--- config.mk ---
export PLATFORM = sky130hd
export DESIGN_NAME = gex_core
export DESIGN_NICKNAME = d
export VERILOG_FILES = /design/src/gex_sync.v /design/src/gex_irq.v /design/src/gex_core.v
export VERILOG_INCLUDE_DIRS = /design/src
export SDC_FILE = /design/constraint.sdc
export NUM_CORES = 1
export LEC_CHECK = 0
export ABC_AREA = 1
export BUFFER_PORTS_ARGS = -buffer_cell sky130_fd_sc_hd__buf_2
export CORE_ASPECT_RATIO = 1.5
export CORE_MARGIN = 1.5
export CORE_UTILIZATION = 50
export DETAILED_ROUTE_END_ITERATION = 10
export GPL_TIMING_DRIVEN = 0
export PLACE_DENSITY_LB_ADDON = 0.25
export SYNTH_ARGS = -nofsm -noshare
export SYNTH_HDL_FRONTEND = slang
export SYNTH_SLANG_ARGS = --single-unit
--- constraint.sdc ---
create_clock -name sys_clk -period 4.8 [get_ports sys_clk]
set_clock_uncertainty 0.15 [all_clocks]
set_input_delay 0.72 -clock sys_clk [delete_from_list [all_inputs] [get_ports sys_clk]]
set_output_delay 0.72 -clock sys_clk [all_outputs]
set_load 0.1 [all_outputs]
--- src/gex_map.vh ---
// Constants of the two-wire port expander core: address, command codes, reset values.
// Assumes a 10 MHz system clock; included by every design file of the block.
`ifndef GEX_MAP_VH
`define GEX_MAP_VH

// ----------------------------------------------------------------------------
// Slave address
// ----------------------------------------------------------------------------
`define GEX_ADDR_FIXED   5'h1c
`define GEX_RW_READ      1'b1

// ----------------------------------------------------------------------------
// Command byte register codes
// ----------------------------------------------------------------------------
`define GEX_REG_INPUT    2'h0
`define GEX_REG_OUTPUT   2'h1
`define GEX_REG_POLARITY 2'h2
`define GEX_REG_DIR      2'h3

// ----------------------------------------------------------------------------
// Reset values
// ----------------------------------------------------------------------------
`define GEX_OUT_RST      8'hff
`define GEX_POL_RST      8'h00
`define GEX_DIR_RST      8'hff
`define GEX_PTR_RST      2'h0

// ----------------------------------------------------------------------------
// Timing
// ----------------------------------------------------------------------------
`define GEX_CLK_NS       100
`define GEX_SPIKE_NS     50
// Glitch filter depth: spike time in clocks, rounded up, plus one
`define GEX_FILT_LEN     ((`GEX_SPIKE_NS + `GEX_CLK_NS - 1) / `GEX_CLK_NS + 1)
// Clocks after reset during which the interrupt reference tracks the settling pins
`define GEX_SEED_CYC     4'h8

`endif

--- src/gex_sync.v ---
// Two-flop synchroniser followed by a majority-free agreement glitch filter.
// Assumes asynchronous inputs; FILT_LEN must be 2 or more.
`timescale 1ns/1ps
`include "gex_map.vh"

module gex_sync #(
  parameter             WIDTH    = 1,
  parameter             FILT_LEN = 2,
  parameter [WIDTH-1:0] RST_VAL  = {WIDTH{1'b0}}
) (
  input  wire             sys_clk,  // System clock
  input  wire             rst,      // Asynchronous reset, active high
  input  wire [WIDTH-1:0] d_in,     // Asynchronous inputs
  output wire [WIDTH-1:0] q_out     // Synchronised, filtered levels
);

  genvar i;
  generate
    for (i = 0; i < WIDTH; i = i + 1) begin : g_bit
      reg                meta_r;
      reg                sync_r;
      reg [FILT_LEN-1:0] hist_r;
      reg                q_r;

      // ----------------------------------------------------------------------
      // Level changes only after FILT_LEN+1 agreeing samples
      // ----------------------------------------------------------------------
      always @(posedge sys_clk or posedge rst) begin
        if (rst) begin
          meta_r <= RST_VAL[i];
          sync_r <= RST_VAL[i];
          hist_r <= {FILT_LEN{RST_VAL[i]}};
          q_r    <= RST_VAL[i];
        end else begin
          meta_r <= d_in[i];
          sync_r <= meta_r;
          hist_r <= {hist_r[FILT_LEN-2:0], sync_r};
          if (&{hist_r, sync_r}) begin
            q_r <= 1'b1;
          end else if (~|{hist_r, sync_r}) begin
            q_r <= 1'b0;
          end
        end
      end

      assign q_out[i] = q_r;
    end
  endgenerate

endmodule // gex_sync

--- src/gex_irq.v ---
// Change-detect interrupt for the input-mode pins of the port.
// Assumes pins already synchronised to sys_clk and clear as a one-cycle pulse.
`timescale 1ns/1ps
`include "gex_map.vh"

module gex_irq #(
  parameter WIDTH = 8
) (
  input  wire             sys_clk,  // System clock
  input  wire             rst,      // Asynchronous reset, active high
  input  wire [WIDTH-1:0] pins,     // Synchronised pin levels
  input  wire [WIDTH-1:0] dir,      // Direction, 1 = input
  input  wire             clear,    // Clearing read acknowledge pulse
  output reg              irq_act   // Interrupt pending, active high
);

  reg [WIDTH-1:0] ref_r;
  reg [3:0]       seed_r;

  // --------------------------------------------------------------------------
  // Reference levels and pending flag
  // --------------------------------------------------------------------------
  always @(posedge sys_clk or posedge rst) begin
    if (rst) begin
      ref_r    <= {WIDTH{1'b0}};
      seed_r   <= 4'h0;
      irq_act  <= 1'b0;
    end else begin
      if (seed_r != `GEX_SEED_CYC || clear) begin
        // Changes landing in the clear cycle are absorbed
        ref_r    <= pins;
        irq_act  <= 1'b0;
        // Pin filters restart from zero, so track them until settled
        if (seed_r != `GEX_SEED_CYC) begin
          seed_r <= seed_r + 4'h1;
        end
      end else begin
        // Output-mode pins are masked; returning to ref drops it
        irq_act <= |((pins ^ ref_r) & dir);
      end
    end
  end

endmodule // gex_irq

--- src/gex_core.v ---
// Eight-bit port expander core behind a two-wire serial slave interface.
// Assumes SCL/SDA and port pins are external wires resolved by the surroundings
// from the out/oe pairs; rst is the power-on reset.
//
// Operation
// - Holding ext_reset_n low forces registers and bus state machine to defaults.
// - After ext_reset_n rises, normal pin and bus operation resumes.
// - Power-on reset holds everything in reset, then all initialise to defaults.
// - Input-mode pins have both drivers off, leaving the pin high impedance.
// - Output-mode pins enable one driver: high for latch 1, low for 0.
// - Any edge on an input-mode pin asserts the interrupt.
// - Pins returning to their captured levels deassert the interrupt.
// - Input port read clears the interrupt at the acknowledge clock rising edge.
// - Changes during the clearing acknowledge pulse may be absorbed.
// - After clearing, every further input change raises the interrupt again.
// - Output-mode pins never cause an interrupt.
// - Traffic for other slaves leaves interrupt logic untouched.
// - Switching a pin to input may raise an interrupt on mismatch.
// - Interrupt output is open-drain active low, only pulling low.
// - Start is SDA falling with SCL high; address MSB first, then R/W.
// - Matching address is acknowledged by holding SDA low on ninth clock.
// - SDA changes only with SCL low; changes with SCL high are Start/Stop.
// - Stop is SDA rising with SCL high; device returns to idle.
// - Each byte is eight bits plus acknowledge; transmitter releases SDA.
// - Device acks received bytes; on master nack it releases SDA.
// - Address is 11100 plus both straps; last bit 1 reads, 0 writes.
// - Command low bits pick input/output/polarity/direction; reset values set.
// - Selected register stays selected until a new command byte.
// - Direction 1 makes pin input, 0 makes it driven output.
`timescale 1ns/1ps
`include "gex_map.vh"

module gex_core #(
  parameter WIDTH    = 8,
  parameter FILT_LEN = `GEX_FILT_LEN
) (
  input  wire             sys_clk,           // System clock, 10 MHz
  input  wire             rst,               // Power-on reset, active high, async
  input  wire             ext_reset_n,       // External reset pin, active low
  input  wire             scl_in,            // Bus clock line level
  input  wire             sda_in,            // Bus data line level
  output wire             sda_out,           // Bus data drive value, always low
  output wire             sda_oe,            // Bus data pull-down enable
  input  wire             addr_strap_lo,     // Address strap, bit 0
  input  wire             addr_strap_hi,     // Address strap, bit 1
  input  wire [WIDTH-1:0] port_pins_in,      // Port pin levels
  output wire [WIDTH-1:0] port_pins_out,     // Port pin drive values
  output wire [WIDTH-1:0] port_pins_oe,      // Port pin drive enables
  output wire [WIDTH-1:0] high_side_driver,  // High-side driver on
  output wire [WIDTH-1:0] low_side_driver,   // Low-side driver on
  output wire             irq_n_out,         // Interrupt drive value, always low
  output wire             irq_n_oe           // Interrupt pull-down enable
);

  // --------------------------------------------------------------------------
  // States
  // --------------------------------------------------------------------------
  localparam [3:0] ST_IDLE = 4'h0;
  localparam [3:0] ST_ADDR = 4'h1;
  localparam [3:0] ST_AACK = 4'h2;
  localparam [3:0] ST_CMD  = 4'h3;
  localparam [3:0] ST_CACK = 4'h4;
  localparam [3:0] ST_WDAT = 4'h5;
  localparam [3:0] ST_WACK = 4'h6;
  localparam [3:0] ST_RDAT = 4'h7;
  localparam [3:0] ST_RACK = 4'h8;
  localparam [3:0] ST_IGN  = 4'h9;

  // --------------------------------------------------------------------------
  // Reset combine and synchronise
  // --------------------------------------------------------------------------
  wire raw_rst = rst | ~ext_reset_n;
  reg  rst_meta_r;
  reg  rst_sync_r;
  wire core_rst = rst_sync_r;

  // Asserts at once, releases two clocks after both resets go away
  always @(posedge sys_clk or posedge raw_rst) begin
    if (raw_rst) begin
      rst_meta_r <= 1'b1;
      rst_sync_r <= 1'b1;
    end else begin
      rst_meta_r <= 1'b0;
      rst_sync_r <= rst_meta_r;
    end
  end

  // --------------------------------------------------------------------------
  // Input synchronisers
  // --------------------------------------------------------------------------
  wire [1:0]       bus_s;
  wire [1:0]       strap_s;
  wire [WIDTH-1:0] pins_s;
  wire             scl_s = bus_s[1];
  wire             sda_s = bus_s[0];

  gex_sync #(
    .WIDTH    (2),
    .FILT_LEN (FILT_LEN),
    .RST_VAL  (2'h3)
  ) u_bus_sync (
    .sys_clk (sys_clk),
    .rst     (core_rst),
    .d_in    ({scl_in, sda_in}),
    .q_out   (bus_s)
  );

  gex_sync #(
    .WIDTH    (2),
    .FILT_LEN (FILT_LEN),
    .RST_VAL  (2'h0)
  ) u_strap_sync (
    .sys_clk (sys_clk),
    .rst     (core_rst),
    .d_in    ({addr_strap_hi, addr_strap_lo}),
    .q_out   (strap_s)
  );

  gex_sync #(
    .WIDTH    (WIDTH),
    .FILT_LEN (FILT_LEN),
    .RST_VAL  ({WIDTH{1'b0}})
  ) u_pin_sync (
    .sys_clk (sys_clk),
    .rst     (core_rst),
    .d_in    (port_pins_in),
    .q_out   (pins_s)
  );

  // --------------------------------------------------------------------------
  // Bus condition detection
  // --------------------------------------------------------------------------
  reg  scl_d_r;
  reg  sda_d_r;

  always @(posedge sys_clk or posedge core_rst) begin
    if (core_rst) begin
      scl_d_r <= 1'b1;
      sda_d_r <= 1'b1;
    end else begin
      scl_d_r <= scl_s;
      sda_d_r <= sda_s;
    end
  end

  wire scl_rise = scl_s & ~scl_d_r;
  wire scl_fall = ~scl_s & scl_d_r;
  // SDA edges while SCL stays high are conditions, never data
  wire start_c  = scl_s & scl_d_r & sda_d_r & ~sda_s;
  wire stop_c   = scl_s & scl_d_r & ~sda_d_r & sda_s;

  // --------------------------------------------------------------------------
  // Registers and read data selection
  // --------------------------------------------------------------------------
  reg  [3:0]       state_r;
  reg  [3:0]       bit_cnt_r;
  reg  [7:0]       shift_r;
  reg  [1:0]       ptr_r;
  reg              rw_r;
  reg              mack_r;
  reg              sda_oe_r;
  reg              clr_r;
  reg  [WIDTH-1:0] out_r;
  reg  [WIDTH-1:0] pol_r;
  reg  [WIDTH-1:0] dir_r;

  wire [WIDTH-1:0] in_reg = pins_s ^ pol_r;
  wire [6:0]       my_addr = {`GEX_ADDR_FIXED, strap_s[1], strap_s[0]};

  function [7:0] rd_sel;
    input [1:0]       sel;
    input [WIDTH-1:0] inp;
    input [WIDTH-1:0] outp;
    input [WIDTH-1:0] pol;
    input [WIDTH-1:0] dir;
    begin
      case (sel)
        `GEX_REG_INPUT:    rd_sel = inp;
        `GEX_REG_OUTPUT:   rd_sel = outp;
        `GEX_REG_POLARITY: rd_sel = pol;
        default:           rd_sel = dir;
      endcase
    end
  endfunction

  wire [7:0] rd_byte = rd_sel(ptr_r, in_reg, out_r, pol_r, dir_r);

  // --------------------------------------------------------------------------
  // Serial slave state machine
  // --------------------------------------------------------------------------
  always @(posedge sys_clk or posedge core_rst) begin
    if (core_rst) begin
      state_r   <= ST_IDLE;
      bit_cnt_r <= 4'h0;
      shift_r   <= 8'h00;
      ptr_r     <= `GEX_PTR_RST;
      rw_r      <= 1'b0;
      mack_r    <= 1'b0;
      sda_oe_r  <= 1'b0;
      clr_r     <= 1'b0;
      out_r     <= `GEX_OUT_RST;
      pol_r     <= `GEX_POL_RST;
      dir_r     <= `GEX_DIR_RST;
    end else begin
      clr_r <= 1'b0;
      if (stop_c) begin
        state_r  <= ST_IDLE;
        sda_oe_r <= 1'b0;
      end else if (start_c) begin
        state_r   <= ST_ADDR;
        bit_cnt_r <= 4'h0;
        sda_oe_r  <= 1'b0;
      end else begin
        case (state_r)
          ST_ADDR, ST_CMD, ST_WDAT: begin
            if (scl_rise) begin
              // MSB arrives first
              shift_r   <= {shift_r[6:0], sda_s};
              bit_cnt_r <= bit_cnt_r + 4'h1;
            end else if (scl_fall && bit_cnt_r == 4'h8) begin
              bit_cnt_r <= 4'h0;
              if (state_r == ST_ADDR) begin
                if (shift_r[7:1] == my_addr) begin
                  rw_r     <= shift_r[0];
                  sda_oe_r <= 1'b1;
                  state_r  <= ST_AACK;
                end else begin
                  state_r <= ST_IGN;
                end
              end else if (state_r == ST_CMD) begin
                ptr_r    <= shift_r[1:0];
                sda_oe_r <= 1'b1;
                state_r  <= ST_CACK;
              end else begin
                case (ptr_r)
                  `GEX_REG_OUTPUT:   out_r <= shift_r;
                  `GEX_REG_POLARITY: pol_r <= shift_r;
                  `GEX_REG_DIR:      dir_r <= shift_r;
                  default:           ;
                endcase
                sda_oe_r <= 1'b1;
                state_r  <= ST_WACK;
              end
            end
          end
          ST_AACK: begin
            if (scl_fall) begin
              bit_cnt_r <= 4'h0;
              if (rw_r == `GEX_RW_READ) begin
                shift_r  <= rd_byte;
                sda_oe_r <= ~rd_byte[7];
                state_r  <= ST_RDAT;
              end else begin
                sda_oe_r <= 1'b0;
                state_r  <= ST_CMD;
              end
            end
          end
          ST_CACK, ST_WACK: begin
            if (scl_fall) begin
              sda_oe_r <= 1'b0;
              state_r  <= ST_WDAT;
            end
          end
          ST_RDAT: begin
            if (scl_rise) begin
              bit_cnt_r <= bit_cnt_r + 4'h1;
            end else if (scl_fall) begin
              if (bit_cnt_r == 4'h8) begin
                // Release so the master can answer
                sda_oe_r <= 1'b0;
                state_r  <= ST_RACK;
              end else begin
                sda_oe_r <= ~shift_r[6];
                shift_r  <= {shift_r[6:0], 1'b0};
              end
            end
          end
          ST_RACK: begin
            if (scl_rise) begin
              mack_r <= ~sda_s;
              if (ptr_r == `GEX_REG_INPUT) begin
                clr_r <= 1'b1;
              end
            end else if (scl_fall) begin
              bit_cnt_r <= 4'h0;
              if (mack_r) begin
                shift_r  <= rd_byte;
                sda_oe_r <= ~rd_byte[7];
                state_r  <= ST_RDAT;
              end else begin
                state_r <= ST_IGN;
              end
            end
          end
          ST_IGN: begin
            sda_oe_r <= 1'b0;
          end
          default: begin
            state_r  <= ST_IDLE;
            sda_oe_r <= 1'b0;
          end
        endcase
      end
    end
  end

  // --------------------------------------------------------------------------
  // Interrupt
  // --------------------------------------------------------------------------
  wire irq_act;

  gex_irq #(
    .WIDTH (WIDTH)
  ) u_irq (
    .sys_clk (sys_clk),
    .rst     (core_rst),
    .pins    (pins_s),
    .dir     (dir_r),
    .clear   (clr_r),
    .irq_act (irq_act)
  );

  // --------------------------------------------------------------------------
  // Pin drivers
  // --------------------------------------------------------------------------
  reg [WIDTH-1:0] pin_out_r;
  reg [WIDTH-1:0] pin_oe_r;
  reg [WIDTH-1:0] hi_drv_r;
  reg [WIDTH-1:0] lo_drv_r;
  reg             od_low_r;

  always @(posedge sys_clk or posedge core_rst) begin
    if (core_rst) begin
      pin_out_r <= `GEX_OUT_RST;
      pin_oe_r  <= {WIDTH{1'b0}};
      hi_drv_r  <= {WIDTH{1'b0}};
      lo_drv_r  <= {WIDTH{1'b0}};
      od_low_r  <= 1'b0;
    end else begin
      pin_out_r <= out_r;
      pin_oe_r  <= ~dir_r;
      hi_drv_r  <= ~dir_r & out_r;
      lo_drv_r  <= ~dir_r & ~out_r;
      od_low_r  <= 1'b0;
    end
  end

  assign sda_out          = od_low_r;
  assign sda_oe           = sda_oe_r;
  assign port_pins_out    = pin_out_r;
  assign port_pins_oe     = pin_oe_r;
  assign high_side_driver = hi_drv_r;
  assign low_side_driver  = lo_drv_r;
  assign irq_n_out        = od_low_r;
  assign irq_n_oe         = irq_act;

endmodule // gex_core

; Word level (Yosys, flattened, before mapping)
; Index checks and enable logic that the tools add are counted.
[totals]
reg_bits = 155
output_inout_bits = 36
wordCells = 274
[classes]
n_addsub = 2
eq_ne = 51
muxes = 81
bitwise = 27
n_reduce_logical = 43
[op_table]
columns = op, count
row1 = 2-to-1 mux 4 bit, 20
row2 = 2-to-1 mux 8 bit, 9
row3 = != test 4 bit (second input constant), 12
row4 = 2-to-1 mux 1 bit, 45
row5 = OR reduction 3 bit, 13
row6 = AND reduction 3 bit, 12
row7 = case mux 8 bit (4 select lines), 1
row8 = bitwise AND 8 bit, 3
row9 = != test 2 x 1 -> 1 bit (second input constant), 12
row10 = case mux 4 bit (6 select lines), 1
row11 = case mux 8 bit (3 select lines), 1
row12 = AND reduction 8 bit, 3
row13 = AND reduction 10 bit, 2
row14 = != test 2 bit (second input constant), 9
row15 = == test 4 x 3 -> 1 bit (second input constant), 4
row16 = NOT 8 bit, 2
row17 = case mux 4 bit (4 select lines), 1
row18 = bitwise XOR 8 bit, 2
row19 = AND reduction 7 bit, 2
row20 = == test 4 bit (second input constant), 3
row21 = NOT 1 bit, 12
row22 = AND reduction 12 bit, 1
row23 = != test 3 bit (second input constant), 3
row24 = adder 4 x 1 -> 4 bit (second input constant), 2
row25 = other kinds (21), 29

; Longest topological paths before layout
; Gate-level depths: netlist (run 1).
[depth]
depth_word = 9
mapped_depth = 12
mapped_depth_nobuf = 12

; Modules after synthesis
; From an unflattened synthesis (run 1), not the netlist that was laid out.
[hier_totals]
cells_unflattened = 752
area_unflattened_um2 = 6740.2
[modules_own_cells]
columns = mod, instances, cells_per_inst, area_each_um2, seq_area_each_um2
row1 = gex_core, 1, 487, 3995.1, 2087.0
row2 = gex_sync (u_pin_sync), 1, 113, 1315.0, 1001.0
row3 = gex_irq, 1, 94, 754.5, 325.3
row4 = gex_sync (u_bus_sync), 1, 29, 344.1, 262.8
row5 = gex_sync (u_strap_sync), 1, 29, 331.6, 250.2

; Worst setup path after synthesis (run 1)
; No wires, ideal clock.
[synth_path]
kind = register to register
start = register bit_cnt_r[0]
end = register pol_r[0]
setup_ps = 123
arrival_time_ps = 1624
required_ps = 4527
path_slack_ps = 2902
stages_incl_launch_ff = 11
n_path_buf = 1
period_less_slack_ps = 1898
path_cell_list = dfrtp_1 -> inv_1 -> ha_1 -> nand2_1 -> nor2_1 -> nand2_1 -> a21oi_2 -> nand4_1 -> buf_2 -> nand2_1 -> o21ai_1
[synth_via]
elab_chain_len = 3
[synth_rtl]
columns = item, line
row1 = start: declaration, gex_core.v:156  ; reg [3:0] bit_cnt_r;
row2 = start signal: assignment, gex_core.v:219  ; bit_cnt_r <= bit_cnt_r + 4'h1;
row3 = start signal: assignment, gex_core.v:267  ; bit_cnt_r <= bit_cnt_r + 4'h1;
row4 = == test 4 bit, gex_core.v:220  ; end else if (scl_fall && bit_cnt_r == 4'h8) begin
row5 = logical AND 1 bit, gex_core.v:220
row6 = AND reduction 8 bit (no source line), n/a
row7 = end signal: assignment, gex_core.v:202  ; pol_r <= `GEX_POL_RST;
row8 = end signal: assignment, gex_core.v:237  ; `GEX_REG_POLARITY: pol_r <= shift_r;
row9 = end: declaration, gex_core.v:164  ; reg [WIDTH-1:0] pol_r;
; Every way passes these cells.
; A chain may end at the register's enable or synchronous reset.

; Worst setup path in the final report (run 1)
[layout_path]
start = register bit_cnt_r[0]
end = register dir_r[0]
[layout_via]
elab_chain_len = 3
[layout_rtl]
columns = item, line
row1 = == test 4 bit, gex_core.v:220
row2 = logical AND 1 bit, gex_core.v:220
row3 = AND reduction 8 bit (no source line), n/a
row4 = end signal: assignment, gex_core.v:203  ; dir_r <= `GEX_DIR_RST;
row5 = end signal: assignment, gex_core.v:238  ; `GEX_REG_DIR: dir_r <= shift_r;
row6 = end: declaration, gex_core.v:165  ; reg [WIDTH-1:0] dir_r;
; Every way passes these cells.

==> results of run 1 <==
power by group through the flow:
stage               registers, uW  clock network (uW)  logic [uW]
finish                       1550                1360         937
global route                 1570                1430        1070
CTS                          1550                1380         945
detailed placement           1580                   0         939
global placement             1570                   0         921
floorplan                    1570                   0         699
worst max-delay path: stages, from the launching register on:
cell and delay (ps):
dfrtp_1 430, inv_1 110, ha_1 150, nand2_1 50, nor2_1 260, nand2_1 230, a21oi_2 220, nand3_1 330
clkbuf_1 390, nand2_1 150, o21ai_1 80
sequential cells by signal, indices dropped and copies added (netlist names), 4 cells and up:
register                   cells
port_pins_out                  8
u_irq.ref_r                    8
low_side_driver                8
u_bus_sync.g_bit.hist_r        4
shift_r                        8
u_irq.seed_r                   4
port_pins_oe                   8
pol_r                          8
u_pin_sync.g_bit.sync_r        8
u_pin_sync.g_bit.hist_r       16
u_strap_sync.g_bit.hist_r      4
bit_cnt_r                      4
out_r                          8
u_pin_sync.g_bit.q_r           8
high_side_driver               8
dir_r                          8
state_r                        4
u_pin_sync.g_bit.meta_r        8
worst max path at each step:
stage            startpoint                  end
6_report       bit_cnt_r[0]             dir_r[0]
5_1_grt        bit_cnt_r[0]             dir_r[0]
4_1_cts        bit_cnt_r[0]             dir_r[0]
3_5_place_dp   bit_cnt_r[0]             dir_r[0]
3_3_place_gp       core_rst  high_side_driver[7]
2_1_floorplan      core_rst         bit_cnt_r[0]
per-stage QoR:
step | cell area [um^2] | worst slack, ps | total power (uW) | hold slack (ps)
6_report | 7300 | 2170 | 3850 | 144
5_1_grt | 7300 | 2030 | 4070 | 197
4_1_cts | 7300 | 2160 | 3880 | 163
3_5_place_dp | 6700 | 2220 | 2520 | 155
3_3_place_gp | 6670 | -1040 | 2490 | 182
2_1_floorplan | 6230 | 258 | 2270 | 181
cells by family (layout without fill, tap and decap cells):
family                     after synthesis  after routing  synth area share
DFF                                    155            155             0.631
other                                    1              3          0.000602
and+or+nand+nor                        309            309             0.215
AOI/OAI and AO/OA                      103            103            0.0860
adders and majority gates                4              4           0.00804
buffers and inverters                   85            166            0.0543
xor gates and xnor gates                 4              4           0.00563
metal layers:
layer	routed length, um	vias up	track usage
met5	0	-	0
met4	507	0	0.115
met3	457	30	0.0393
met2	7700	110	0.424
met1	5250	2253	0.252
li1	-	2261	-
cell usage in the layout (no fill, tap or decap), types with 5 or more instances in the layout:
cell type	n
clkbuf_16	17
a21oi_1	28
nor2_1	64
inv_1	67
nand4_1	5
nand3_1	58
or2_2	6
dfrtp_1	117
nor3_1	14
buf_2	51
o21ai_0	32
clkbuf_1	7
nand2_2	6
nand2_1	145
nor2_2	6
dfstp_2	38
o21ai_1	38
synth_stat cells, types with 14 or more instances:
master   count
nor2_1      64
nand3_1     58
o21ai_1     38
dfrtp_1    117
nand2_1    145
inv_1       68
o21ai_0     32
a21oi_1     28
dfstp_2     38
nor3_1      14
final cells by class:
type                       count  area, um^2
buffer                        12        63.8
multi-input combinational    423        1970
sequential                   155        3930
inverter                      73         279
tap                          153         191
timing repair buffer          49         268
clock inverter                13         158
fill                        1022        4780
clock buffer                  19         443
==> metrics.txt, run 1 <==
# TYPE chip_impl_metric gauge
chip_impl_info{name="setup.worst_path.class",value="flip-flop to flip-flop"} 1
chip_impl_metric{name="std_cell_rows",unit=""} 49
chip_impl_metric{name="internal_power",unit="uW"} 2530
chip_impl_metric{name="synth_seq_area_share",unit=""} 0.631
chip_impl_metric{name="io_buffers",unit=""} 48
chip_impl_metric{name="worst_slew_margin_relative_to_its_limit",unit=""} 0.593
chip_impl_info{name="end_kind",value="flip-flop"} 1
chip_impl_metric{name="power.density_cell_area",unit="nW/um^2"} 528
chip_impl_metric{name="reported_net_switching_power",unit="uW"} 1320
chip_impl_metric{name="postSynth.asyncResetShare",unit=""} 1.00
chip_impl_metric{name="regToRegSetupSlack",unit="ps"} 2170
chip_impl_metric{name="cts-resized-gates",unit=""} 0
chip_impl_metric{name="tightestPinTransition",unit="ps"} 611
chip_impl_metric{name="worst-endpoint-arrival",unit="ps"} 2810
chip_impl_metric{name="ios",unit=""} 51
chip_impl_metric{name="grt_antenna_before_repair",unit=""} 0
chip_impl_metric{name="worst_ir_drop_vdd",unit="V"} 0.000295
chip_impl_metric{name="synth-edff-count",unit=""} 0
chip_impl_metric{name="antennaDiodeCount",unit=""} 0
chip_impl_metric{name="drcViolationCount",unit=""} 0
chip_impl_metric{name="synth_area_per_cell",unit="um^2"} 9.42
chip_impl_metric{name="die_height",unit="um"} 140
chip_impl_metric{name="timing_max_transition_violations_final",unit=""} 0
chip_impl_metric{name="via_count",unit=""} 4654
chip_impl_metric{name="cts_h_tree_depth",unit=""} 4
chip_impl_metric{name="tritoncts.num_buffers",unit=""} 17
chip_impl_metric{name="wire_per_inst",unit="um"} 15.5
chip_impl_info{name="worstHoldPathType",value="flip-flop to asynchronous set/reset pin"} 1
chip_impl_metric{name="clk_pin_slew_worst_paths",unit="ps"} 60
chip_impl_metric{name="drt-pass1-iter-count",unit=""} 5
chip_impl_metric{name="utilization",unit=""} 0.604
chip_impl_metric{name="start_util",unit=""} 0.515
chip_impl_metric{name="dieArea",unit="um^2"} 13100
chip_impl_metric{name="yosysWarnings",unit=""} 0
chip_impl_metric{name="layout_worst_path_cycle_share",unit=""} 0.548
chip_impl_metric{name="max_cap_viol_count",unit=""} 0
chip_impl_info{name="clock_tree_from_tritoncts",value="done"} 1
chip_impl_metric{name="final-setup-viol-count",unit=""} 0
chip_impl_info{name="clock-root-buffer",value="clkbuf_16"} 1
chip_impl_metric{name="clock.fmax",unit="MHz"} 380
chip_impl_metric{name="gr-usage-all-layers",unit=""} 0.232
chip_impl_info{name="status",value="complete, no violations"} 1
chip_impl_info{name="netlist_top_cells_area",value="dfrtp_1, dfstp_2, nand2_1"} 1
chip_impl_metric{name="yosys_register_bits",unit=""} 155
chip_impl_metric{name="leakagePower",unit="uW"} 0.00337
chip_impl_metric{name="worst_ep_required",unit="ps"} 4980
chip_impl_metric{name="clock_path_buffers",unit=""} 2
chip_impl_metric{name="timing.final.crit_period",unit="ps"} 2630
chip_impl_metric{name="final_cell_count_no_fill",unit=""} 897
chip_impl_metric{name="wire_length_of_the_first_global_routing_pass",unit="um"} 23200
chip_impl_metric{name="p_clk_frac",unit=""} 0.353
chip_impl_metric{name="gp_routability_congestion",unit=""} 0.869
chip_impl_metric{name="detail-route-antenna-nets",unit=""} 0
chip_impl_metric{name="grt_max_degree",unit=""} 105
chip_impl_metric{name="hold_viol",unit=""} 0
chip_impl_metric{name="route.final.wire_length",unit="um"} 13900
chip_impl_metric{name="worst_r2r_path_depth",unit=""} 10
chip_impl_metric{name="numPlacedInstances",unit=""} 865
chip_impl_metric{name="path_max_fanout",unit=""} 10
chip_impl_metric{name="via_count_of_the_first_global_routing_pass",unit=""} 4857
chip_impl_info{name="reg2reg_to",value="dir_r[0]"} 1
chip_impl_metric{name="postCtsHoldBufs",unit=""} 0
chip_impl_metric{name="routed_via_density",unit=""} 5.19
chip_impl_metric{name="syn_area",unit="um^2"} 6230
chip_impl_metric{name="share_seq_of_total_power",unit=""} 0.404
chip_impl_metric{name="comb_power_share",unit=""} 0.243
chip_impl_info{name="worstSetupStartpointType",value="flip-flop"} 1
chip_impl_metric{name="finish.net_count",unit=""} 750
chip_impl_metric{name="power_switching_share",unit=""} 0.342
chip_impl_info{name="yosys.area.top_type",value="dfrtp_1"} 1
chip_impl_info{name="worst_r2r_startpoint",value="bit_cnt_r[0]"} 1
chip_impl_metric{name="floorplan.core_area",unit="um^2"} 12100
chip_impl_metric{name="post-dp-hpwl",unit="um"} 10000
chip_impl_info{name="grt_setup_unrepaired",value="no"} 1
chip_impl_metric{name="drt-initial-drc-count",unit=""} 336
chip_impl_metric{name="cts_post_setup_buffers_inserted",unit=""} 0
chip_impl_metric{name="clk-insertion-delay-late",unit="ps"} 420
chip_impl_metric{name="netlist_instances",unit=""} 661
chip_impl_metric{name="clock_sink_count",unit=""} 155
chip_impl_metric{name="post_route_cells_drive_above_1_share",unit=""} 0.206
chip_impl_metric{name="dieWidth",unit="um"} 94.1
chip_impl_metric{name="synthDistinctLibCells",unit=""} 32
chip_impl_metric{name="area_growth",unit="%"} 17.2
chip_impl_info{name="synth_flop_type",value="dfrtp_1"} 1
chip_impl_metric{name="synth.top_cell.area_share",unit=""} 0.470
chip_impl_metric{name="grt_remaining_overflow",unit=""} 0
chip_impl_metric{name="tns",unit="ps"} 0
(Power assumes the default switching activity.)
==> run 2, diff against run 1 <==
- ABC_AREA: 1 -> 0
- clock period: 4.8 -> 2.52 ns (I/O delays scaled with it)
==> run 2 against run 1 <==
Compared with the run above:
- critical path depth decreased by 3
- register-to-register slack got worse by 2000 ps
- count of clock-buffer cells in the layout rose by 2
- wire length is 13% lower
- flip-flop and latch count did not move
- combinational power is 31% higher
- utilization is 1.5 points higher
- non-clock buffer count is 20 higher
- critical path type unchanged
- critical endpoint is now out_r[3]
==> metrics.txt, run 2 <==
# TYPE chip_impl_metric gauge
chip_impl_info{name="status",value="complete, no violations"} 1
chip_impl_metric{name="synth_seq_area_share",unit=""} 0.635
chip_impl_info{name="synth_flop_type",value="dfrtp_1"} 1
chip_impl_metric{name="postSynth.asyncResetShare",unit=""} 1.00
chip_impl_info{name="grt_setup_unrepaired",value="yes"} 1
chip_impl_metric{name="slowest_stage_delay_cp",unit="ps"} 440
chip_impl_metric{name="timing.final.crit_period",unit="ps"} 2370
chip_impl_metric{name="start_util",unit=""} 0.514
chip_impl_metric{name="gp_routability_congestion",unit=""} 0.847
chip_impl_info{name="netlist_top_cells_area",value="dfrtp_1, dfstp_2, mux2_2"} 1
chip_impl_metric{name="synth_area_per_cell",unit="um^2"} 13.0
chip_impl_metric{name="via_count",unit=""} 3888
chip_impl_metric{name="yosysWarnings",unit=""} 0
chip_impl_info{name="clock_tree_from_tritoncts",value="done"} 1
chip_impl_metric{name="final-setup-viol-count",unit=""} 0
chip_impl_metric{name="ios",unit=""} 51
chip_impl_info{name="end_kind",value="flip-flop"} 1
chip_impl_metric{name="clk_pin_slew_worst_paths",unit="ps"} 70
chip_impl_metric{name="fin_worst_hold_slack",unit="ps"} 181
chip_impl_metric{name="wire_per_inst",unit="um"} 16.5
chip_impl_metric{name="largest_reg_flops",unit=""} 16
chip_impl_metric{name="leakagePower",unit="uW"} 0.00329
chip_impl_metric{name="worst_r2r_path_depth",unit=""} 7
chip_impl_info{name="reg2reg_to",value="out_r[3]"} 1
chip_impl_metric{name="drcViolationCount",unit=""} 0
chip_impl_metric{name="io_buffers",unit=""} 48
chip_impl_metric{name="grt_max_degree",unit=""} 46
chip_impl_info{name="mostFrequentLayoutCells",value="dfrtp_1, mux2_2, buf_2"} 1
chip_impl_metric{name="floorplan.core_area",unit="um^2"} 12000
chip_impl_metric{name="worst-endpoint-arrival",unit="ps"} 2560
chip_impl_info{name="max_flop_register",value="u_pin_sync.g_bit.hist_r"} 1
chip_impl_info{name="cp_slowest_cell",value="nor3_1"} 1
chip_impl_metric{name="worst_ir_drop_vdd",unit="V"} 0.000459
chip_impl_info{name="ys_top_cells_by_count",value="dfrtp_1, mux2_2, dfstp_2, o21ai_0, inv_1"} 1
chip_impl_metric{name="clock_sink_count",unit=""} 155
chip_impl_metric{name="utilization",unit=""} 0.619
chip_impl_metric{name="synth.top_cell.area_share",unit=""} 0.474
chip_impl_metric{name="area_growth",unit="%"} 20.4
chip_impl_metric{name="std_cell_rows",unit=""} 49
chip_impl_metric{name="max_cap_viol_count",unit=""} 0
chip_impl_metric{name="n_fill_cell",unit=""} 998
chip_impl_metric{name="drt-initial-drc-count",unit=""} 175
chip_impl_metric{name="antennaDiodeCount",unit=""} 0
chip_impl_metric{name="gr-usage-all-layers",unit=""} 0.203
chip_impl_metric{name="worst_ep_required",unit="ps"} 2710
chip_impl_info{name="clock-root-buffer",value="clkbuf_16"} 1
chip_impl_info{name="yosys.area.top_type",value="dfrtp_1"} 1
chip_impl_metric{name="synth-edff-count",unit=""} 0
chip_impl_metric{name="clk-insertion-delay-late",unit="ps"} 410
chip_impl_info{name="worstPathCellList",value="inv_1 > ha_1 > nand3b_1 > nor3_1 > nand2_1 > nor2_4 > mux2_2"} 1
chip_impl_info{name="most_frequent_standard_cell_in_the_layout_excluding_fill_and_tap_cells",value="dfrtp_1"} 1
chip_impl_metric{name="post_route_cells_drive_above_1_share",unit=""} 0.341
chip_impl_metric{name="dieWidth",unit="um"} 93.8
chip_impl_metric{name="die_height",unit="um"} 139
chip_impl_metric{name="drt-pass1-iter-count",unit=""} 4
chip_impl_metric{name="hold_viol",unit=""} 0
chip_impl_metric{name="tns",unit="ps"} 0
chip_impl_metric{name="detail-route-antenna-nets",unit=""} 0
chip_impl_metric{name="finish.net_count",unit=""} 586
chip_impl_metric{name="routed_via_density",unit=""} 5.30
chip_impl_metric{name="dieArea",unit="um^2"} 13100
chip_impl_info{name="worstHoldPathType",value="flip-flop to asynchronous set/reset pin"} 1
chip_impl_metric{name="totalPowerFinal",unit="uW"} 6600
chip_impl_metric{name="post-dp-hpwl",unit="um"} 8400
chip_impl_metric{name="path_max_fanout",unit=""} 8
chip_impl_metric{name="yosys_register_bits",unit=""} 155
chip_impl_metric{name="cts_h_tree_depth",unit=""} 4
chip_impl_info{name="worst_r2r_startpoint",value="bit_cnt_r[0]"} 1
chip_impl_metric{name="clock.fmax",unit="MHz"} 421
chip_impl_metric{name="layout_worst_path_cycle_share",unit=""} 0.941
chip_impl_metric{name="wire_length_of_the_first_global_routing_pass",unit="um"} 20400
chip_impl_metric{name="power.density_cell_area",unit="nW/um^2"} 887
chip_impl_metric{name="clock_path_buffers",unit=""} 2
chip_impl_metric{name="tightestPinTransition",unit="ps"} 817
chip_impl_metric{name="via_count_of_the_first_global_routing_pass",unit=""} 4195
chip_impl_metric{name="synthDistinctLibCells",unit=""} 55
chip_impl_info{name="synth_most_common_cell",value="dfrtp_1"} 1
chip_impl_info{name="setup.worst_path.class",value="flip-flop to flip-flop"} 1
chip_impl_metric{name="tritoncts.num_buffers",unit=""} 17
chip_impl_metric{name="dpl_cell_area",unit="um^2"} 6710
chip_impl_info{name="worstSetupStartpointType",value="flip-flop"} 1
chip_impl_metric{name="worst_slew_margin_relative_to_its_limit",unit=""} 0.453
chip_impl_metric{name="final_area",unit="um^2"} 7440
chip_impl_metric{name="regToRegSetupSlack",unit="ps"} 150
chip_impl_metric{name="timing_max_transition_violations_final",unit=""} 0
chip_impl_metric{name="ff_latch_area",unit="um^2"} 3930
chip_impl_metric{name="route.final.wire_length",unit="um"} 12100
chip_impl_metric{name="grt_remaining_overflow",unit=""} 0
chip_impl_metric{name="netlist_instances",unit=""} 477
chip_impl_metric{name="syn_area",unit="um^2"} 6180
chip_impl_metric{name="grt_antenna_before_repair",unit=""} 0
chip_impl_metric{name="area_occupied_by_multi_input_gates",unit="um^2"} 2120
run 2: cell count changes after synthesis, sizes merged, moves of 12 or more:
cell	previous run	this run
a21oi	30	17
inv	72	27
mux2	0	56
nand2	152	26
nand2b	0	12
nand3	60	5
nor2	71	17
nor2b	0	15
o21ai	70	39
xnor2	3	16
run 2: layout make-up:
type                            count  share of cell area
Tap cell                          153              0.0257
Sequential cell                   155               0.527
Clock buffer                       21              0.0619
Multi-Input combinational cell    285               0.285
Buffer                             12             0.00840
Clock inverter                     11              0.0119
Inverter                           27              0.0141
Timing Repair Buffer               69              0.0659
run 2: per-stage QoR:
stage          setup WS [ps]  cells
3_5_place_dp            -120    684
6_report                 147    733
2_1_floorplan           96.4    479
4_1_cts                 49.4    732
3_3_place_gp            -522    680
5_1_grt                -29.4    733
run 2: worst max path at each step:
stage                                        from              end  slack [ps]  cells after the start
final                                bit_cnt_r[0]         out_r[3]         150                      7
after global routing                 bit_cnt_r[0]         out_r[4]         -30                      7
after CTS                 u_bus_sync.g_bit[1].q_r       shift_r[2]          50                      6
after detailed placement               state_r[1]       shift_r[2]        -120                      5
after global placement                   core_rst  port_pins_oe[4]        -520                      1
after floorplan                          core_rst     bit_cnt_r[0]         100                      1
run 2: repair_timing:
action | CTS | global route
resized for setup | 1 | 4
buffers inserted | 2 | 1
hold buffers | 14 | 0
pin swaps | 1 | 0
endpoints found under the hold margin | 14 | 0
gates cloned | 0 | 0
endpoints found under the setup margin | 8 | 33
run 2: power by group:
part | switching, uW | leakage [uW] | internal, uW
combinational | 648 | 0.00125 | 579
clock | 1010 | 0.000266 | 1330
sequential | 290 | 0.00177 | 2750
run 2: worst max-delay path: cells and delay by family, from the launching register on:
| family | cells | cell delay [ps] |
|---|---|---|
| adder cells (fa/ha/maj) | 1 | 170 |
| buffers and inverters | 1 | 100 |
| flip-flops | 1 | 400 |
| multiplexers | 1 | 380 |
| AND/OR/NAND/NOR | 4 | 1100 |
run 2: cells by family (layout without fill, tap and decap cells):
| kind of cell | count (synthesis) | count (layout) | synth area share |
|---|---|---|---|
| simple gates | 100 | 100 | 0.0907 |
| compound gates | 91 | 91 | 0.0913 |
| xor+xnor | 22 | 22 | 0.0312 |
| buf+inv | 39 | 140 | 0.0265 |
| mux | 65 | 65 | 0.117 |
| fa+ha+maj | 4 | 4 | 0.00810 |
| flops | 155 | 155 | 0.635 |
| other cells | 1 | 3 | 0.000607 |
run 2: metal layers:
layer  routed length (um)  track usage  vias up
li1                     -            -     1819
met1                 4980        0.233     1998
met2                 6690        0.366       56
met3                  275       0.0466       15
met4                  180       0.0691        0
met5                    0            0        -
==> run 3, diff against run 2 <==
- CORE_MARGIN: 1.5 -> 3
- SYNTH_HIERARCHICAL: not set -> 1
==> run 3 against run 2 <==
Compared with the run above:
- die area up 9.6%
- synthesized cell count up 8.0%
- register-to-register slack about the same
- sequential power down 2%
- total power up 2.9%
- global-route usage down 2.7 points
- combinational power up 4%
- largest power group unchanged
- highest routed layer unchanged
==> metrics.txt, run 3 <==
# TYPE chip_impl_metric gauge
chip_impl_metric{name="worst-endpoint-arrival",unit="ps"} 2510
chip_impl_metric{name="grt_antenna_before_repair",unit=""} 0
chip_impl_info{name="yosys.area.top_type",value="dfrtp_1"} 1
chip_impl_metric{name="cts_post_setup_buffers_inserted",unit=""} 0
chip_impl_metric{name="dr_wl_met2",unit="um"} 6500
chip_impl_info{name="most_frequent_standard_cell_in_the_layout_excluding_fill_and_tap_cells",value="dfrtp_1"} 1
chip_impl_metric{name="worst_slack",unit="ps"} 151
chip_impl_info{name="synth_most_common_cell",value="dfrtp_1"} 1
chip_impl_metric{name="tns",unit="ps"} 0
chip_impl_metric{name="die_height",unit="um"} 145
chip_impl_info{name="synth_flop_type",value="dfrtp_1"} 1
chip_impl_metric{name="wire_length_of_the_first_global_routing_pass",unit="um"} 20100
chip_impl_metric{name="via_count",unit=""} 4006
chip_impl_metric{name="gr-usage-all-layers",unit=""} 0.177
chip_impl_info{name="clock-root-buffer",value="clkbuf_16"} 1
chip_impl_metric{name="routed-wl-met3",unit="um"} 277
chip_impl_metric{name="tritoncts.num_buffers",unit=""} 17
chip_impl_metric{name="leakagePower",unit="uW"} 0.00345
chip_impl_metric{name="worst_ep_required",unit="ps"} 2660
chip_impl_metric{name="routed_via_density",unit=""} 5.22
chip_impl_metric{name="grt_remaining_overflow",unit=""} 0
chip_impl_metric{name="hold_viol",unit=""} 0
chip_impl_metric{name="std_cell_rows",unit=""} 50
chip_impl_info{name="cp_slowest_cell",value="dfstp_2"} 1
chip_impl_info{name="worstSetupStartpointType",value="flip-flop"} 1
chip_impl_metric{name="path_max_fanout",unit=""} 8
chip_impl_metric{name="dpl_cell_area",unit="um^2"} 6910
chip_impl_info{name="ys_top_cells_by_count",value="dfrtp_1, mux2_2, dfstp_2, inv_1"} 1
chip_impl_metric{name="ios",unit=""} 51
chip_impl_metric{name="drcViolationCount",unit=""} 0
chip_impl_metric{name="wire_per_inst",unit="um"} 15.8
chip_impl_info{name="end_kind",value="flip-flop"} 1
chip_impl_info{name="grt_setup_unrepaired",value="no"} 1
chip_impl_info{name="max_flop_register",value="u_pin_sync/g_bit.hist_r"} 1
chip_impl_metric{name="final_area",unit="um^2"} 7640
chip_impl_metric{name="synth_seq_area_share",unit=""} 0.609
chip_impl_metric{name="io_buffers",unit=""} 48
chip_impl_metric{name="yosysWarnings",unit=""} 6
chip_impl_metric{name="via_count_of_the_first_global_routing_pass",unit=""} 4172
chip_impl_metric{name="finish.net_count",unit=""} 617
chip_impl_metric{name="regToRegSetupSlack",unit="ps"} 150
chip_impl_metric{name="max_cap_viol_count",unit=""} 0
chip_impl_metric{name="synth-edff-count",unit=""} 0
chip_impl_metric{name="clk-insertion-delay-late",unit="ps"} 410
chip_impl_metric{name="synth_area_per_cell",unit="um^2"} 12.5
chip_impl_metric{name="post-dp-hpwl",unit="um"} 8520
chip_impl_metric{name="slowest_stage_delay_cp",unit="ps"} 540
chip_impl_metric{name="dp_worst_setup_slack",unit="ps"} 122
chip_impl_info{name="worstHoldPathType",value="flip-flop to asynchronous set/reset pin"} 1
chip_impl_info{name="clock_tree_from_tritoncts",value="done"} 1
chip_impl_info{name="status",value="complete, no violations"} 1
chip_impl_info{name="setup.worst_path.class",value="flip-flop to flip-flop"} 1
chip_impl_metric{name="detail-route-antenna-nets",unit=""} 0
chip_impl_metric{name="synthDistinctLibCells",unit=""} 64
chip_impl_info{name="highest-signal-layer",value="met4"} 1
chip_impl_metric{name="floorplan.core_area",unit="um^2"} 12600
chip_impl_info{name="worst_r2r_startpoint",value="u_bus_sync/g_bit[0].q_r"} 1
chip_impl_metric{name="cts_h_tree_depth",unit=""} 4
chip_impl_metric{name="dieArea",unit="um^2"} 14300
chip_impl_metric{name="start_util",unit=""} 0.512
chip_impl_metric{name="route.final.wire_length",unit="um"} 12100
chip_impl_metric{name="power.density_cell_area",unit="nW/um^2"} 889
chip_impl_metric{name="post_route_cells_drive_above_1_share",unit=""} 0.349
chip_impl_metric{name="worst_r2r_path_depth",unit=""} 7
chip_impl_metric{name="antennaDiodeCount",unit=""} 0
chip_impl_metric{name="synth.top_cell.area_share",unit=""} 0.454
chip_impl_metric{name="netlist_instances",unit=""} 515
chip_impl_info{name="worstPathCellList",value="buf_4 > xnor2_1 > nand3b_1 > o211ai_1 > nand2_2 > a31oi_4 > mux2_2"} 1
chip_impl_metric{name="drt-pass1-iter-count",unit=""} 4
chip_impl_metric{name="utilization",unit=""} 0.608
chip_impl_metric{name="layout_worst_path_cycle_share",unit=""} 0.940
chip_impl_metric{name="gp_routability_congestion",unit=""} 0.838
chip_impl_metric{name="grt_max_degree",unit=""} 43
chip_impl_info{name="reg2reg_to",value="state_r[2]"} 1
chip_impl_metric{name="final-setup-viol-count",unit=""} 0
chip_impl_metric{name="area_growth",unit="%"} 18.6
chip_impl_metric{name="timing_max_transition_violations_final",unit=""} 0
chip_impl_metric{name="clock_path_buffers",unit=""} 2
chip_impl_metric{name="cts-resized-gates",unit=""} 0
chip_impl_metric{name="drt-initial-drc-count",unit=""} 140
chip_impl_metric{name="dieWidth",unit="um"} 98.7
chip_impl_metric{name="worst_ir_drop_vdd",unit="V"} 0.000476
chip_impl_metric{name="syn_area",unit="um^2"} 6440
chip_impl_metric{name="largest_reg_flops",unit=""} 16
chip_impl_metric{name="yosys_register_bits",unit=""} 155
chip_impl_info{name="netlist_top_cells_area",value="dfrtp_1, dfstp_2, mux2_2"} 1
chip_impl_metric{name="postSynth.asyncResetShare",unit=""} 1.00
chip_impl_metric{name="worst_slew_margin_relative_to_its_limit",unit=""} 0.386
chip_impl_metric{name="wl_met1",unit="um"} 5050
chip_impl_metric{name="clock.fmax",unit="MHz"} 422
chip_impl_metric{name="clock_sink_count",unit=""} 155
chip_impl_info{name="mostFrequentLayoutCells",value="dfrtp_1, buf_2, mux2_2"} 1
chip_impl_metric{name="tightestPinTransition",unit="ps"} 920
chip_impl_metric{name="timing.final.crit_period",unit="ps"} 2370
chip_impl_metric{name="clk_pin_slew_worst_paths",unit="ps"} 60
-- run 3: cell types whose count changed after synthesis, sizes merged, moves of 4 or more --
cell    change
o21ai       +4
mux2i       -7
a31oi       +4
a21o        -4
inv         +7
a21oi       +6
buf        +16
nand3       +5
nor2        +8
nand2b      -4
nor2b       +5
-- run 3: timing repair --
| action | in CTS | in global routing |
|---|---|---|
| endpoints found under the setup margin | 0 | 1 |
| hold buffers | 14 | 0 |
| hold endpoints to repair | 14 | 0 |
-- run 3: metrics by stage --
step / hold slack, ps / total power, uW / std cells
6_report: 140 / 6800 / 767
3_5_place_dp: 143 / 4290 / 722
4_1_cts: 151 / 6860 / 768
5_1_grt: 177 / 7130 / 767
2_1_floorplan: 80.2 / 3960 / 517
3_3_place_gp: 131 / 4240 / 721
-- run 3: kinds of logic after synthesis --
kind of cell             synth area share
flip-flops                          0.609
buffers and inverters              0.0470
other                            0.000582
adder cells (fa/ha/maj)           0.00777
AND/OR/NAND/NOR                     0.111
AO/OA/AOI/OAI                      0.0932
XOR/XNOR                           0.0299
multiplexers                        0.101
-- run 3: worst max path at each step --
| stage | from | endpoint | cells past startpoint |
|---|---|---|---|
| after floorplan | u_bus_sync/g_bit[1].q_r | bit_cnt_r[3] | 8 |
| after global placement | u_bus_sync/g_bit[1].q_r | state_r[1] | 7 |
| after detailed placement | u_bus_sync/g_bit[1].q_r | state_r[2] | 7 |
| after CTS | u_bus_sync/g_bit[1].q_r | bit_cnt_r[3] | 8 |
| after global routing | ptr_r[1] | shift_r[0] | 6 |
| final | u_bus_sync/g_bit[0].q_r | state_r[2] | 7 |
-- run 3: metal layers --
metal  global-route usage  vias to the layer above
li1                     -                     1914
met1                0.206                     2010
met2                0.317                       63
met3               0.0303                       19
met4               0.0704                        0
met5                    0                        -
-- run 3: report_power, final --
part           internal (uW)  switching, uW
Sequential              2740            250
Combinational            589            689
Clock                   1520           1010
Total                   4850           1950
-- run 3: cell type report --
type	instances	area [um^2]
plain buffers	28	170
clock buffers	22	497
clock inverters	10	100
fillers	975	4930
inverters	34	131
multi-input cells	299	2220
flip-flops and latches	155	3930
well taps	156	195
repair buffers	63	400
-- run 3: worst max-delay path: cells and delay by family (launching register included) --
kind / cells / cell delay (ps)
DFF: 1 / 540
xor gates and xnor gates: 1 / 90
buffers and inverters: 1 / 160
muxes: 1 / 370
AOI/OAI and AO/OA: 2 / 470
and+or+nand+nor: 2 / 470
